===== src/verilog/uart_sfc_pkg.sv =====
package uart_sfc_pkg;

  // ************************************************************
  // Register addresses
  // ************************************************************
  localparam logic [2:0] A_DATA = 3'h0;
  localparam logic [2:0] A_IER = 3'h1;
  localparam logic [2:0] A_ISR = 3'h2;
  localparam logic [2:0] A_LCR = 3'h3;
  localparam logic [2:0] A_MCR = 3'h4;
  localparam logic [2:0] A_LSR = 3'h5;
  localparam logic [2:0] A_MSR = 3'h6;
  localparam logic [2:0] A_SPR = 3'h7;
  localparam logic [2:0] A_DIVL = 3'h0;
  localparam logic [2:0] A_DIVH = 3'h1;
  localparam logic [2:0] A_EFR = 3'h2;
  localparam logic [7:0] ENH_KEY = 8'hbf;

  // ************************************************************
  // Reset values
  // ************************************************************
  localparam logic [7:0] REG_RST = 8'h00;
  localparam logic [7:0] CHAR_RST = 8'h00;

  // ************************************************************
  // Field positions
  // ************************************************************
  localparam int LCR_STB = 2;
  localparam int LCR_PEN = 3;
  localparam int LCR_EPS = 4;
  localparam int LCR_DLAB = 7;
  localparam int IER_RX = 0;
  localparam int IER_THR = 1;
  localparam int IER_LS = 2;
  localparam int IER_PAUSE = 5;
  localparam int EFR_SPECIAL = 5;
  localparam int FCR_EN = 0;
  localparam int FCR_RXRST = 1;
  localparam int FCR_TXRST = 2;
  localparam int LSR_DR = 0;
  localparam int LSR_OE = 1;
  localparam int LSR_FE = 3;
  localparam int LSR_THRE = 5;
  localparam int LSR_TEMT = 6;

  // ************************************************************
  // Interrupt identification codes, bit 0 low means pending
  // ************************************************************
  localparam logic [5:0] IID_NONE = 6'h01;
  localparam logic [5:0] IID_LS = 6'h06;
  localparam logic [5:0] IID_RX = 6'h04;
  localparam logic [5:0] IID_TO = 6'h0c;
  localparam logic [5:0] IID_THR = 6'h02;
  localparam logic [5:0] IID_XOFF = 6'h10;

  // ************************************************************
  // Timing
  // ************************************************************
  localparam int TICKS_PER_BIT = 16;
  localparam int TIMEOUT_CHARS = 4;
  localparam int MAX_OSC_HZ = 48_000_000;
  localparam int CORE_CLK_HZ = 20_000_000;

  typedef enum logic [1:0] {FLOW_OFF = 2'b00, FLOW_FIRST = 2'b01, FLOW_SECOND = 2'b10, FLOW_DOUBLE = 2'b11} flow_mode_t;
  typedef enum logic [4:0] {ST_IDLE = 5'b00001, ST_START = 5'b00010, ST_DATA = 5'b00100, ST_PAR = 5'b01000,
                            ST_STOP = 5'b10000} ser_state_t;

endpackage


===== src/verilog/uart_sfc_top.sv =====
`timescale 1ns/1ps

// ************************************************************
// FIFO
// ************************************************************
module uart_fifo #(
  parameter int WIDTH = 8,
  parameter int DEPTH = 8
) (
  // Clock and reset
  input wire logic i_clk,
  input wire logic i_resetn,
  input wire logic i_clear,
  // Fill side
  input wire logic i_valid,
  output logic o_ready,
  input wire logic [WIDTH-1:0] i_data,
  // Drain side
  output logic o_valid,
  input wire logic i_ready,
  output logic [WIDTH-1:0] o_data,
  output logic [$clog2(DEPTH+1)-1:0] o_count
);
  localparam int AW = $clog2(DEPTH);
  localparam int CW = $clog2(DEPTH + 1);
  logic [WIDTH-1:0] mem [DEPTH];
  logic [AW-1:0] wptr_q, rptr_q;
  logic [CW-1:0] count_q;
  wire push = i_valid & o_ready;
  wire pop = o_valid & i_ready;
  wire [AW-1:0] wptr_n = (wptr_q == AW'(DEPTH - 1)) ? '0 : AW'(wptr_q + 1'b1);
  wire [AW-1:0] rptr_n = (rptr_q == AW'(DEPTH - 1)) ? '0 : AW'(rptr_q + 1'b1);
  assign o_ready = count_q != CW'(DEPTH);
  assign o_valid = count_q != '0;
  assign o_data = mem[rptr_q];
  assign o_count = count_q;

  always_ff @(posedge i_clk) begin
    if (push) begin
      mem[wptr_q] <= i_data;
    end
  end

  always_ff @(posedge i_clk or negedge i_resetn) begin
    if (!i_resetn) begin
      wptr_q <= '0;
      rptr_q <= '0;
      count_q <= '0;
    end else if (i_clear) begin
      wptr_q <= '0;
      rptr_q <= '0;
      count_q <= '0;
    end else begin
      wptr_q <= push ? wptr_n : wptr_q;
      rptr_q <= pop ? rptr_n : rptr_q;
      count_q <= CW'(count_q + CW'(push) - CW'(pop));
    end
  end
endmodule

// ************************************************************
// Transceiver with soft flow control
// ************************************************************
module uart_sfc_top import uart_sfc_pkg::*; #(
  parameter int RX_DEPTH = 16,
  parameter int TX_DEPTH = 8
) (
  // Clock and reset
  input wire logic i_core_clk,
  input wire logic i_resetn,
  // Host register port
  input wire logic i_cs,
  input wire logic i_wr,
  input wire logic i_rd,
  input wire logic [2:0] i_addr,
  input wire logic [7:0] i_wdata,
  output logic [7:0] o_rdata,
  output logic o_int,
  // Serial line
  input wire logic i_rx,
  output logic o_tx,
  output logic o_baud_x16_out
);
  localparam int RCW = $clog2(RX_DEPTH + 1);

  function automatic logic [7:0] trig_level(input logic [1:0] sel);
    case (sel)
      2'b00: trig_level = 8'd1;
      2'b01: trig_level = 8'd4;
      2'b10: trig_level = 8'd8;
      default: trig_level = 8'd14;
    endcase
  endfunction

  function automatic logic same(input logic [7:0] a, input logic [7:0] b, input logic [7:0] m);
    same = ((a ^ b) & m) == 8'h00;
  endfunction

  logic [7:0] ier_q, lcr_q, fcr_q, efr_q, mcr_q, spr_q, dll_q, dlm_q;
  logic [7:0] xch_q [4];
  logic [15:0] bcnt_q;
  logic rx_s1_q, rx_s2_q, rx_done_q, fe_q, oe_q;
  ser_state_t rx_st_q, tx_st_q;
  logic [3:0] rx_cnt_q;
  logic [5:0] tx_cnt_q;
  logic [2:0] rx_bit_q, tx_bit_q;
  logic [7:0] rx_sh_q, tx_sh_q, hold_ch_q, extra_ch_q;
  logic hold_q, hold_pause_q, extra_q, paused_q, sent_pause_q, flow_second_q;
  logic thr_pend_q, xoff_flag_q, tx_valid_prev_q;
  logic [9:0] to_cnt_q;

  // ************************************************************
  // Register decode
  // ************************************************************
  wire wr = i_cs & i_wr;
  wire rd = i_cs & i_rd;
  wire enh = lcr_q == ENH_KEY;
  wire sel_div = lcr_q[LCR_DLAB] & (i_addr == A_DIVL | i_addr == A_DIVH);
  wire sel_x = enh & i_addr[2];
  wire sel_efr = enh & (i_addr == A_EFR);
  wire sel_gen = !sel_div & !sel_x & !sel_efr;
  wire thr_wr = wr & sel_gen & (i_addr == A_DATA);
  wire fcr_wr = wr & sel_gen & (i_addr == A_ISR);
  wire rhr_rd = rd & sel_gen & (i_addr == A_DATA);
  wire isr_rd = rd & sel_gen & (i_addr == A_ISR);
  wire lsr_rd = rd & sel_gen & (i_addr == A_LSR);
  wire [1:0] wl = lcr_q[1:0];
  wire [7:0] wmask = 8'hff >> (2'd3 - wl);
  wire [2:0] last_bit = {1'b1, wl};
  wire [5:0] stop_ticks = !lcr_q[LCR_STB] ? 6'd16 : (wl == 2'b00) ? 6'd24 : 6'd32;
  wire [1:0] rx_mode = efr_q[1:0];
  wire [1:0] tx_mode = efr_q[3:2];

  // ************************************************************
  // Configuration registers
  // ************************************************************
  always_ff @(posedge i_core_clk or negedge i_resetn) begin
    if (!i_resetn) begin
      ier_q <= REG_RST;
      lcr_q <= REG_RST;
      fcr_q <= REG_RST;
      efr_q <= REG_RST;
      mcr_q <= REG_RST;
      spr_q <= REG_RST;
      dll_q <= REG_RST;
      dlm_q <= REG_RST;
      for (int i = 0; i < 4; i++) begin
        xch_q[i] <= CHAR_RST;
      end
    end else if (wr) begin
      if (sel_div & i_addr[0]) dlm_q <= i_wdata;
      if (sel_div & !i_addr[0]) dll_q <= i_wdata;
      if (sel_x) xch_q[i_addr[1:0]] <= i_wdata;
      if (sel_efr) efr_q <= i_wdata;
      if (sel_gen & i_addr == A_IER) ier_q <= i_wdata;
      if (fcr_wr) fcr_q <= i_wdata & ~8'h06;
      if (sel_gen & i_addr == A_LCR) lcr_q <= i_wdata;
      if (sel_gen & i_addr == A_MCR) mcr_q <= i_wdata;
      if (sel_gen & i_addr == A_SPR) spr_q <= i_wdata;
    end
  end

  // ************************************************************
  // Baud generator
  // ************************************************************
  wire [15:0] divisor = {dlm_q, dll_q};
  wire baud_en = divisor != 16'h0000;
  wire tick = baud_en & (bcnt_q >= divisor - 16'h0001);

  always_ff @(posedge i_core_clk or negedge i_resetn) begin
    if (!i_resetn) begin
      bcnt_q <= 16'h0000;
      o_baud_x16_out <= 1'b0;
    end else begin
      bcnt_q <= (tick | !baud_en) ? 16'h0000 : bcnt_q + 16'h0001;
      o_baud_x16_out <= tick;
    end
  end

  // ************************************************************
  // Receiver
  // ************************************************************
  always_ff @(posedge i_core_clk or negedge i_resetn) begin
    if (!i_resetn) begin
      rx_s1_q <= 1'b1;
      rx_s2_q <= 1'b1;
      rx_st_q <= ST_IDLE;
      rx_cnt_q <= 4'h0;
      rx_bit_q <= 3'h0;
      rx_sh_q <= 8'h00;
      rx_done_q <= 1'b0;
    end else begin
      rx_s1_q <= i_rx;
      rx_s2_q <= rx_s1_q;
      rx_done_q <= 1'b0;
      if (tick) begin
        rx_cnt_q <= rx_cnt_q + 4'h1;
        case (rx_st_q)
          ST_IDLE: begin
            rx_cnt_q <= 4'h0;
            if (!rx_s2_q) rx_st_q <= ST_START;
          end
          ST_START: begin
            if (rx_cnt_q == 4'h7) begin
              rx_cnt_q <= 4'h0;
              rx_bit_q <= 3'h0;
              rx_sh_q <= 8'h00;
              rx_st_q <= rx_s2_q ? ST_IDLE : ST_DATA;
            end
          end
          ST_DATA: begin
            if (rx_cnt_q == 4'hf) begin
              rx_sh_q[rx_bit_q] <= rx_s2_q;
              rx_bit_q <= rx_bit_q + 3'h1;
              if (rx_bit_q == last_bit) rx_st_q <= lcr_q[LCR_PEN] ? ST_PAR : ST_STOP;
            end
          end
          ST_PAR: begin
            if (rx_cnt_q == 4'hf) rx_st_q <= ST_STOP;
          end
          ST_STOP: begin
            if (rx_cnt_q == 4'hf) begin
              rx_done_q <= 1'b1;
              rx_st_q <= ST_IDLE;
            end
          end
          default: rx_st_q <= ST_IDLE;
        endcase
      end
    end
  end

  // ************************************************************
  // Flow character recognition
  // ************************************************************
  wire [7:0] ch = rx_sh_q & wmask;
  wire flow_on = !efr_q[EFR_SPECIAL] & (rx_mode != FLOW_OFF);
  wire dbl = rx_mode == FLOW_DOUBLE;
  wire is_res1 = same(ch, (rx_mode == FLOW_SECOND) ? xch_q[1] : xch_q[0], wmask);
  wire is_pau1 = same(ch, (rx_mode == FLOW_SECOND) ? xch_q[3] : xch_q[2], wmask);
  wire second_ok = same(ch, hold_pause_q ? xch_q[3] : xch_q[1], wmask);
  wire take_single = rx_done_q & flow_on & !dbl & (is_res1 | is_pau1);
  wire take_pair = rx_done_q & flow_on & dbl & hold_q & second_ok;
  wire break_pair = rx_done_q & flow_on & dbl & hold_q & !second_ok;
  wire start_pair = rx_done_q & flow_on & dbl & !hold_q & (is_res1 | is_pau1);
  wire plain = rx_done_q & !(take_single | take_pair | break_pair | start_pair);
  wire pause_hit = take_single & is_pau1 | take_pair & hold_pause_q;
  wire resume_hit = take_single & !is_pau1 | take_pair & !hold_pause_q;
  wire special_hit = rx_done_q & efr_q[EFR_SPECIAL] & same(ch, xch_q[3], wmask);
  wire push_v = plain | break_pair | extra_q;
  wire [7:0] push_d = break_pair ? hold_ch_q : extra_q ? extra_ch_q : ch;

  always_ff @(posedge i_core_clk or negedge i_resetn) begin
    if (!i_resetn) begin
      hold_q <= 1'b0;
      hold_pause_q <= 1'b0;
      hold_ch_q <= 8'h00;
      extra_q <= 1'b0;
      extra_ch_q <= 8'h00;
      paused_q <= 1'b0;
    end else begin
      hold_q <= start_pair | (hold_q & !rx_done_q & dbl & flow_on);
      hold_pause_q <= start_pair ? is_pau1 : hold_pause_q;
      hold_ch_q <= start_pair ? ch : hold_ch_q;
      extra_q <= break_pair;
      extra_ch_q <= break_pair ? ch : extra_ch_q;
      paused_q <= pause_hit | (paused_q & !resume_hit & rx_mode != FLOW_OFF);
    end
  end

  // ************************************************************
  // Data FIFOs
  // ************************************************************
  logic rx_ready, rx_valid, tx_valid;
  logic [7:0] rx_data, tx_data;
  logic [RCW-1:0] rx_count;
  wire [7:0] rx_cnt8 = 8'(rx_count);
  wire [7:0] trig = trig_level(fcr_q[7:6]);
  wire over = rx_cnt8 > trig;
  wire under = rx_cnt8 < trig;
  wire tx_idle = (tx_st_q == ST_IDLE) & baud_en;
  wire fl_sec = tx_idle & flow_second_q;
  wire fl_pau = tx_idle & !flow_second_q & (tx_mode != FLOW_OFF) & !sent_pause_q & over;
  wire fl_res = tx_idle & !flow_second_q & sent_pause_q & under;
  wire tx_take = tx_idle & !flow_second_q & !fl_pau & !fl_res & tx_valid & !paused_q;
  wire tx_load = fl_sec | fl_pau | fl_res | tx_take;
  wire [7:0] tx_char = fl_sec ? (sent_pause_q ? xch_q[3] : xch_q[1]) :
                       fl_pau ? ((tx_mode == FLOW_SECOND) ? xch_q[3] : xch_q[2]) :
                       fl_res ? ((tx_mode == FLOW_SECOND) ? xch_q[1] : xch_q[0]) : tx_data;

  uart_fifo #(.WIDTH(8), .DEPTH(RX_DEPTH)) u_rx_fifo (
    .i_clk(i_core_clk), .i_resetn(i_resetn), .i_clear(fcr_wr & i_wdata[FCR_RXRST]),
    .i_valid(push_v), .o_ready(rx_ready), .i_data(push_d),
    .o_valid(rx_valid), .i_ready(rhr_rd), .o_data(rx_data), .o_count(rx_count)
  );

  uart_fifo #(.WIDTH(8), .DEPTH(TX_DEPTH)) u_tx_fifo (
    .i_clk(i_core_clk), .i_resetn(i_resetn), .i_clear(fcr_wr & i_wdata[FCR_TXRST]),
    .i_valid(thr_wr), .o_ready(), .i_data(i_wdata),
    .o_valid(tx_valid), .i_ready(tx_take), .o_data(tx_data), .o_count()
  );

  // ************************************************************
  // Transmitter
  // ************************************************************
  wire tx_par = lcr_q[LCR_EPS] ? ^(tx_sh_q & wmask) : ~^(tx_sh_q & wmask);

  always_ff @(posedge i_core_clk or negedge i_resetn) begin
    if (!i_resetn) begin
      tx_st_q <= ST_IDLE;
      tx_cnt_q <= 6'h00;
      tx_bit_q <= 3'h0;
      tx_sh_q <= 8'h00;
      o_tx <= 1'b1;
      sent_pause_q <= 1'b0;
      flow_second_q <= 1'b0;
    end else begin
      o_tx <= (tx_st_q == ST_START) ? 1'b0 : (tx_st_q == ST_DATA) ? tx_sh_q[tx_bit_q] :
              (tx_st_q == ST_PAR) ? tx_par : 1'b1;
      if (fl_pau | fl_res) begin
        sent_pause_q <= fl_pau;
        flow_second_q <= tx_mode == FLOW_DOUBLE;
      end else if (fl_sec) begin
        flow_second_q <= 1'b0;
      end
      if (tx_load) begin
        tx_sh_q <= tx_char;
        tx_cnt_q <= 6'h00;
        tx_bit_q <= 3'h0;
        tx_st_q <= ST_START;
      end else if (tick) begin
        tx_cnt_q <= tx_cnt_q + 6'h01;
        case (tx_st_q)
          ST_IDLE: tx_cnt_q <= 6'h00;
          ST_START: begin
            if (tx_cnt_q == 6'h0f) begin
              tx_cnt_q <= 6'h00;
              tx_st_q <= ST_DATA;
            end
          end
          ST_DATA: begin
            if (tx_cnt_q == 6'h0f) begin
              tx_cnt_q <= 6'h00;
              tx_bit_q <= tx_bit_q + 3'h1;
              if (tx_bit_q == last_bit) tx_st_q <= lcr_q[LCR_PEN] ? ST_PAR : ST_STOP;
            end
          end
          ST_PAR: begin
            if (tx_cnt_q == 6'h0f) begin
              tx_cnt_q <= 6'h00;
              tx_st_q <= ST_STOP;
            end
          end
          ST_STOP: begin
            if (tx_cnt_q == stop_ticks - 6'h01) tx_st_q <= ST_IDLE;
          end
          default: tx_st_q <= ST_IDLE;
        endcase
      end
    end
  end

  // ************************************************************
  // Time-out and interrupt status
  // ************************************************************
  wire [3:0] char_bits = 4'd6 + 4'(wl) + 4'(lcr_q[LCR_PEN]);
  wire [9:0] char_ticks = 10'(char_bits * TICKS_PER_BIT) + 10'(stop_ticks);
  wire [9:0] to_limit = 10'(char_ticks * TIMEOUT_CHARS);
  wire timeout = rx_valid & (to_cnt_q >= to_limit);
  wire ls_p = ier_q[IER_LS] & (oe_q | fe_q);
  wire rx_p = ier_q[IER_RX] & (rx_cnt8 >= trig);
  wire to_p = ier_q[IER_RX] & timeout;
  wire thr_p = ier_q[IER_THR] & thr_pend_q;
  wire [5:0] iid = ls_p ? IID_LS : rx_p ? IID_RX : to_p ? IID_TO : thr_p ? IID_THR :
                   xoff_flag_q ? IID_XOFF : IID_NONE;
  wire thr_on = wr & sel_gen & (i_addr == A_IER) & i_wdata[IER_THR] & !ier_q[IER_THR];
  wire thr_set = (tx_valid_prev_q & !tx_valid) | (thr_on & !tx_valid);
  wire xoff_set = pause_hit & ier_q[IER_PAUSE] | special_hit;
  wire [7:0] line_status_reg = {1'b0, !tx_valid & (tx_st_q == ST_IDLE), !tx_valid, 1'b0, fe_q, 1'b0, oe_q, rx_valid};

  always_ff @(posedge i_core_clk or negedge i_resetn) begin
    if (!i_resetn) begin
      to_cnt_q <= 10'h000;
      tx_valid_prev_q <= 1'b0;
      thr_pend_q <= 1'b1;
      xoff_flag_q <= 1'b0;
      oe_q <= 1'b0;
      fe_q <= 1'b0;
      o_int <= 1'b0;
    end else begin
      to_cnt_q <= (rx_done_q | rhr_rd | !rx_valid) ? 10'h000 : (tick & !timeout) ? to_cnt_q + 10'h001 : to_cnt_q;
      tx_valid_prev_q <= tx_valid;
      thr_pend_q <= thr_set | (thr_pend_q & !thr_wr & !(isr_rd & iid == IID_THR));
      xoff_flag_q <= xoff_set | (xoff_flag_q & !resume_hit & !(isr_rd & iid == IID_XOFF));
      oe_q <= (push_v & !rx_ready) | (oe_q & !lsr_rd);
      fe_q <= (rx_done_q & !rx_s2_q) | (fe_q & !lsr_rd);
      o_int <= iid != IID_NONE;
    end
  end

  // ************************************************************
  // Read data
  // ************************************************************
  function automatic logic [7:0] rd_gen(input logic [2:0] a);
    case (a)
      A_DATA: rd_gen = rx_data;
      A_IER: rd_gen = ier_q;
      A_ISR: rd_gen = {fcr_q[FCR_EN], fcr_q[FCR_EN], iid};
      A_LCR: rd_gen = lcr_q;
      A_MCR: rd_gen = mcr_q;
      A_LSR: rd_gen = line_status_reg;
      A_SPR: rd_gen = spr_q;
      default: rd_gen = 8'h00;
    endcase
  endfunction

  wire [7:0] rd_mux = sel_div ? (i_addr[0] ? dlm_q : dll_q) : sel_x ? xch_q[i_addr[1:0]] :
                      sel_efr ? efr_q : rd_gen(i_addr);

  always_ff @(posedge i_core_clk or negedge i_resetn) begin
    if (!i_resetn) begin
      o_rdata <= 8'h00;
    end else if (rd) begin
      o_rdata <= rd_mux;
    end
  end
endmodule

===== config.mk =====
export PLATFORM = sky130hd
export DESIGN_NAME = uart_sfc_top
export DESIGN_NICKNAME = d
export VERILOG_FILES = /design/src/verilog/uart_sfc_pkg.sv /design/src/verilog/uart_sfc_top.sv
export SDC_FILE = /design/constraint.sdc
export NUM_CORES = 1
export LEC_CHECK = 0
export ABC_AREA = 1
export BUFFER_PORTS_ARGS = -buffer_cell sky130_fd_sc_hd__buf_2
export CAP_MARGIN = 20
export CORE_MARGIN = 5
export CORE_UTILIZATION = 48
export CTS_CLUSTER_DIAMETER = 30
export CTS_CLUSTER_SIZE = 30
export DETAILED_ROUTE_END_ITERATION = 16
export HOLD_SLACK_MARGIN = 0.06
export PLACE_DENSITY = 0.69
export SLEW_MARGIN = 20
export SYNTH_ARGS = -nofsm -noshare
export SYNTH_HDL_FRONTEND = slang
export SYNTH_SLANG_ARGS = --single-unit
export TNS_END_PERCENT = 20

===== constraint.sdc =====
create_clock -name i_core_clk -period 7.5 [get_ports i_core_clk]
set_input_delay 0.375 -clock i_core_clk [delete_from_list [all_inputs] [get_ports i_core_clk]]
set_output_delay 0.375 -clock i_core_clk [all_outputs]
set_load 0.02 [all_outputs]

==> flow_metrics.tcl <==
set metrics [dict create \
    postLayoutCoreUtil_pct 57.0 \
    whs_ns 0.104 \
    min_period_over_period_pct 54.1 \
    hpwlAfterDp_mm 39.6 \
    portBuffers 27 \
    worstSetupPathDepth 22 \
    io_pins 28 \
    p_int_mw 5.74 \
    synthXorXnorAreaFrac_pct 2.14 \
    antenna_found_initial 3 \
    min_period_ns 4.06 \
    drt-pass1-iter-count 6 \
    drv_slew 0 \
    drive_gt1_share_pct 10.6 \
    syn_area_per_cell_um2 8.81 \
    tightest_slew_ns 1.03 \
    yosysUniqueCellTypes 52 \
    totalPowerFinal_mw 8.32 \
    status "finished, final reports clean" \
    whs_path_depth 1 \
    die_h_um 220 \
    ys.warnings.count 0 \
    post-place-cells 2971 \
    synth_top_family_by_area "simple AND/OR/NAND/NOR gates" \
    cp_common_cell "nand2_1" \
    cts_buffer_depth 3 \
    wl_met3_mm 4.95 \
    first_global_vias 17100 \
    overflow 0 \
    seqPwrFrac_pct 32.9 \
    reg2reg_depth 22 \
    powerDensity_nw_per_um2 332 \
    viasPerCell 5.59 \
    synth_edf_count 192 \
    die_area_um2 48500 \
    die_w_um 220 \
    worst_ep_required_time_ns 7.99 \
    final_area_um2 25100 \
    grt_max_degree 119 \
    post-place-ws_ns 3.49 \
    synth_mux_area_share_pct 0 \
    top_layer "met5" \
    pwr-share-comb_pct 19.3 \
    instances_no_fill 3147 \
    fin_nets 2553 \
    syn_nets 2487 \
    drt_iter0_drc 1595 \
    synth-seq-cells 415 \
    irDropWorstVdd_mv 0.297 \
    pwr-share-clk_pct 47.7 \
    max-slew-margin-rel_pct 31.6 \
    end_kind "flip-flop" \
    h-tree-depth 3 \
    placed_area_um2 21900 \
    synth_most_common_cell "nand2_1" \
    finalSetupViolCount 0 \
    critical_path.max_fanout 12 \
    drtAntennaViolNets 0 \
    initial_core_util_pct 48.2 \
    post_cts_buffers 0 \
    root_buffer "clkbuf_16" \
    crit_slowest_cell "inv_1" \
    skew_ns 0.0479 \
    synth_top_area_share_pct 27.2 \
    wl_met1_mm 24.3 \
    synthSimpleGateAreaFrac_pct 21.3 \
    hold_viol_final 0 \
    critPathBufInv 5 \
    core_um2 44000 \
    tns_ns 0 \
    crit_family "simple AND/OR/NAND/NOR gates" \
    hp-class "in2reg" \
    wl_met2_mm 27.0 \
    finalWorstSetupSlack_ns 3.44 \
    synth_compound_area_share_pct 13.2 \
    rows 77 \
    async_flop_share_pct 53.7 \
    fmax_mhz 246 \
    syn_area_um2 21200 \
    syn_to_final_growth_pct 18.1 \
    clk_pin_slew_ns 0.05 \
    synth_seq_area_share_pct 53.5 \
    critical_path_class "reg2reg" \
    clock-sinks 415 \
    leakage_nw 10.7 \
    grt_pass1_wl_mm 92.4 \
    drcViolationCount 0 \
    switching_share_pct 31.0 \
    routabilityCongestion 0.961 \
    routedWlPerCell_um 18.5 \
    synth_ff_type "dfrtp_1" \
    cts_buffers 91 \
    yosysTopAreaCell "edfxtp_1" \
    start_kind "flip-flop" \
    maxCapViolations 0 \
    synth_area_leaders "edfxtp_1, dfrtp_1, nand2_1, o21ai_0, nor2_1" \
    track_usage_pct 24.1 \
    post_synth_fa_ha_maj_area_fraction_pct 3.70 \
    rsz0062_at_grt "no" \
    cts_tree "done" \
    clock_latency_ns 0.63 \
    vias 17600 \
    crit_arrival_ns 4.55 \
    synth_top_cells_by_count "nand2_1, nor2_1, o21ai_0" \
    wl_mm 58.3 \
    critPathMaxStageDelay_ns 0.42 \
    syn-instance-count 2409 \
    switchingPower_mw 2.58 \
    cp_cell_sequence "inv_1, nand3_1, nor3_1, nand2_1, inv_1, nand2_1, inv_1, nand2_1, nor4_1, xnor2_1, ha_1, nand2_1, inv_1, nand3_1, nor3_1, nand3_1, nand3_1, nand2_1, inv_1, nand2_1, nor2_1, a21oi_1" \
]
## area by class of cell
| cell class | count | area [µm²] |
|---|---|---|
| Antenna cell | 2 | 5.00 |
| Clock buffer | 113 | 2460 |
| Clock inverter | 58 | 662 |
| Fill cell | 3852 | 18900 |
| Inverter | 242 | 908 |
| Multi-Input combinational cell | 1670 | 8590 |
| Sequential cell | 415 | 11400 |
| Tap cell | 592 | 741 |
| Timing Repair Buffer | 55 | 360 |
## registers in the layout, indices dropped and copies added (netlist names), 10 cells and up
signal	count
to_cnt_q	10
bcnt_q	16
u_rx_fifo.mem	128
u_tx_fifo.mem	64
xch_q	32
## worst paths after layout
check	startpoint	to	slack, ns
setup reg to reg	dll_q[0]	rx_st_q[2]	3.44
min in group asynchronous	i_resetn	bcnt_q[8]	0.46
hold reg to reg	rx_s1_q	rx_s2_q	0.36
hold / removal	i_wdata[6]	u_tx_fifo.mem[6][6]	0.10
max in group asynchronous	i_resetn	lcr_q[3]	5.69
setup / recovery	dll_q[0]	rx_st_q[2]	3.44
## power groups by stage
stage	Clock, mW	Combinational (mW)	Sequential [mW]
after floorplan	0	1.16	2.70
after global placement	0	1.54	2.76
after detailed placement	0	1.59	2.77
after CTS	4.02	1.61	2.74
final	3.97	1.61	2.74
after global routing	4.14	1.82	2.76
## placed cells by master, fill, tap and decap left out, drive strengths merged, types with 3 or more instances in the layout
master         n
edfxtp       192
ha            58
a31oi          8
dfstp          6
a21oi        115
inv          240
xnor2         12
o21bai         4
xor2          40
o221ai         3
o21ai        262
clkinvlp      13
a221oi        17
fa             3
dlygate4sd3    3
dfrtp        217
nand4         27
nand3        129
a22o           5
clkbuf       113
nand2        567
nor4          14
buf           52
nor3b          6
a211oi        10
o211ai        33
clkinv        38
nor3          43
bufinv         9
nor2         269
a22oi          3
a221o          5
o22ai         28
## cell families (layout without fill, tap and decap cells)
logic type                 Yosys count  after routing
and+or+nand+nor                   1059           1059
AOI/OAI and AO/OA                  498            498
DFF                                415            415
buffers and inverters              324            468
adders and majority gates           61             61
xor gates and xnor gates            52             52
other                                0              2
## per-layer routing
layer,up-vias,GRT usage [%]
li1,8330,-
met2,743,38.5
met4,2,9.55
met3,125,5.57
met5,-,0
met1,8400,32.3
## timing repair
action                    CTS  global route
hold buffers                3             0
gates resized for setup     0             0
hold endpoints to repair  119             0
(Power assumes the default switching activity.)
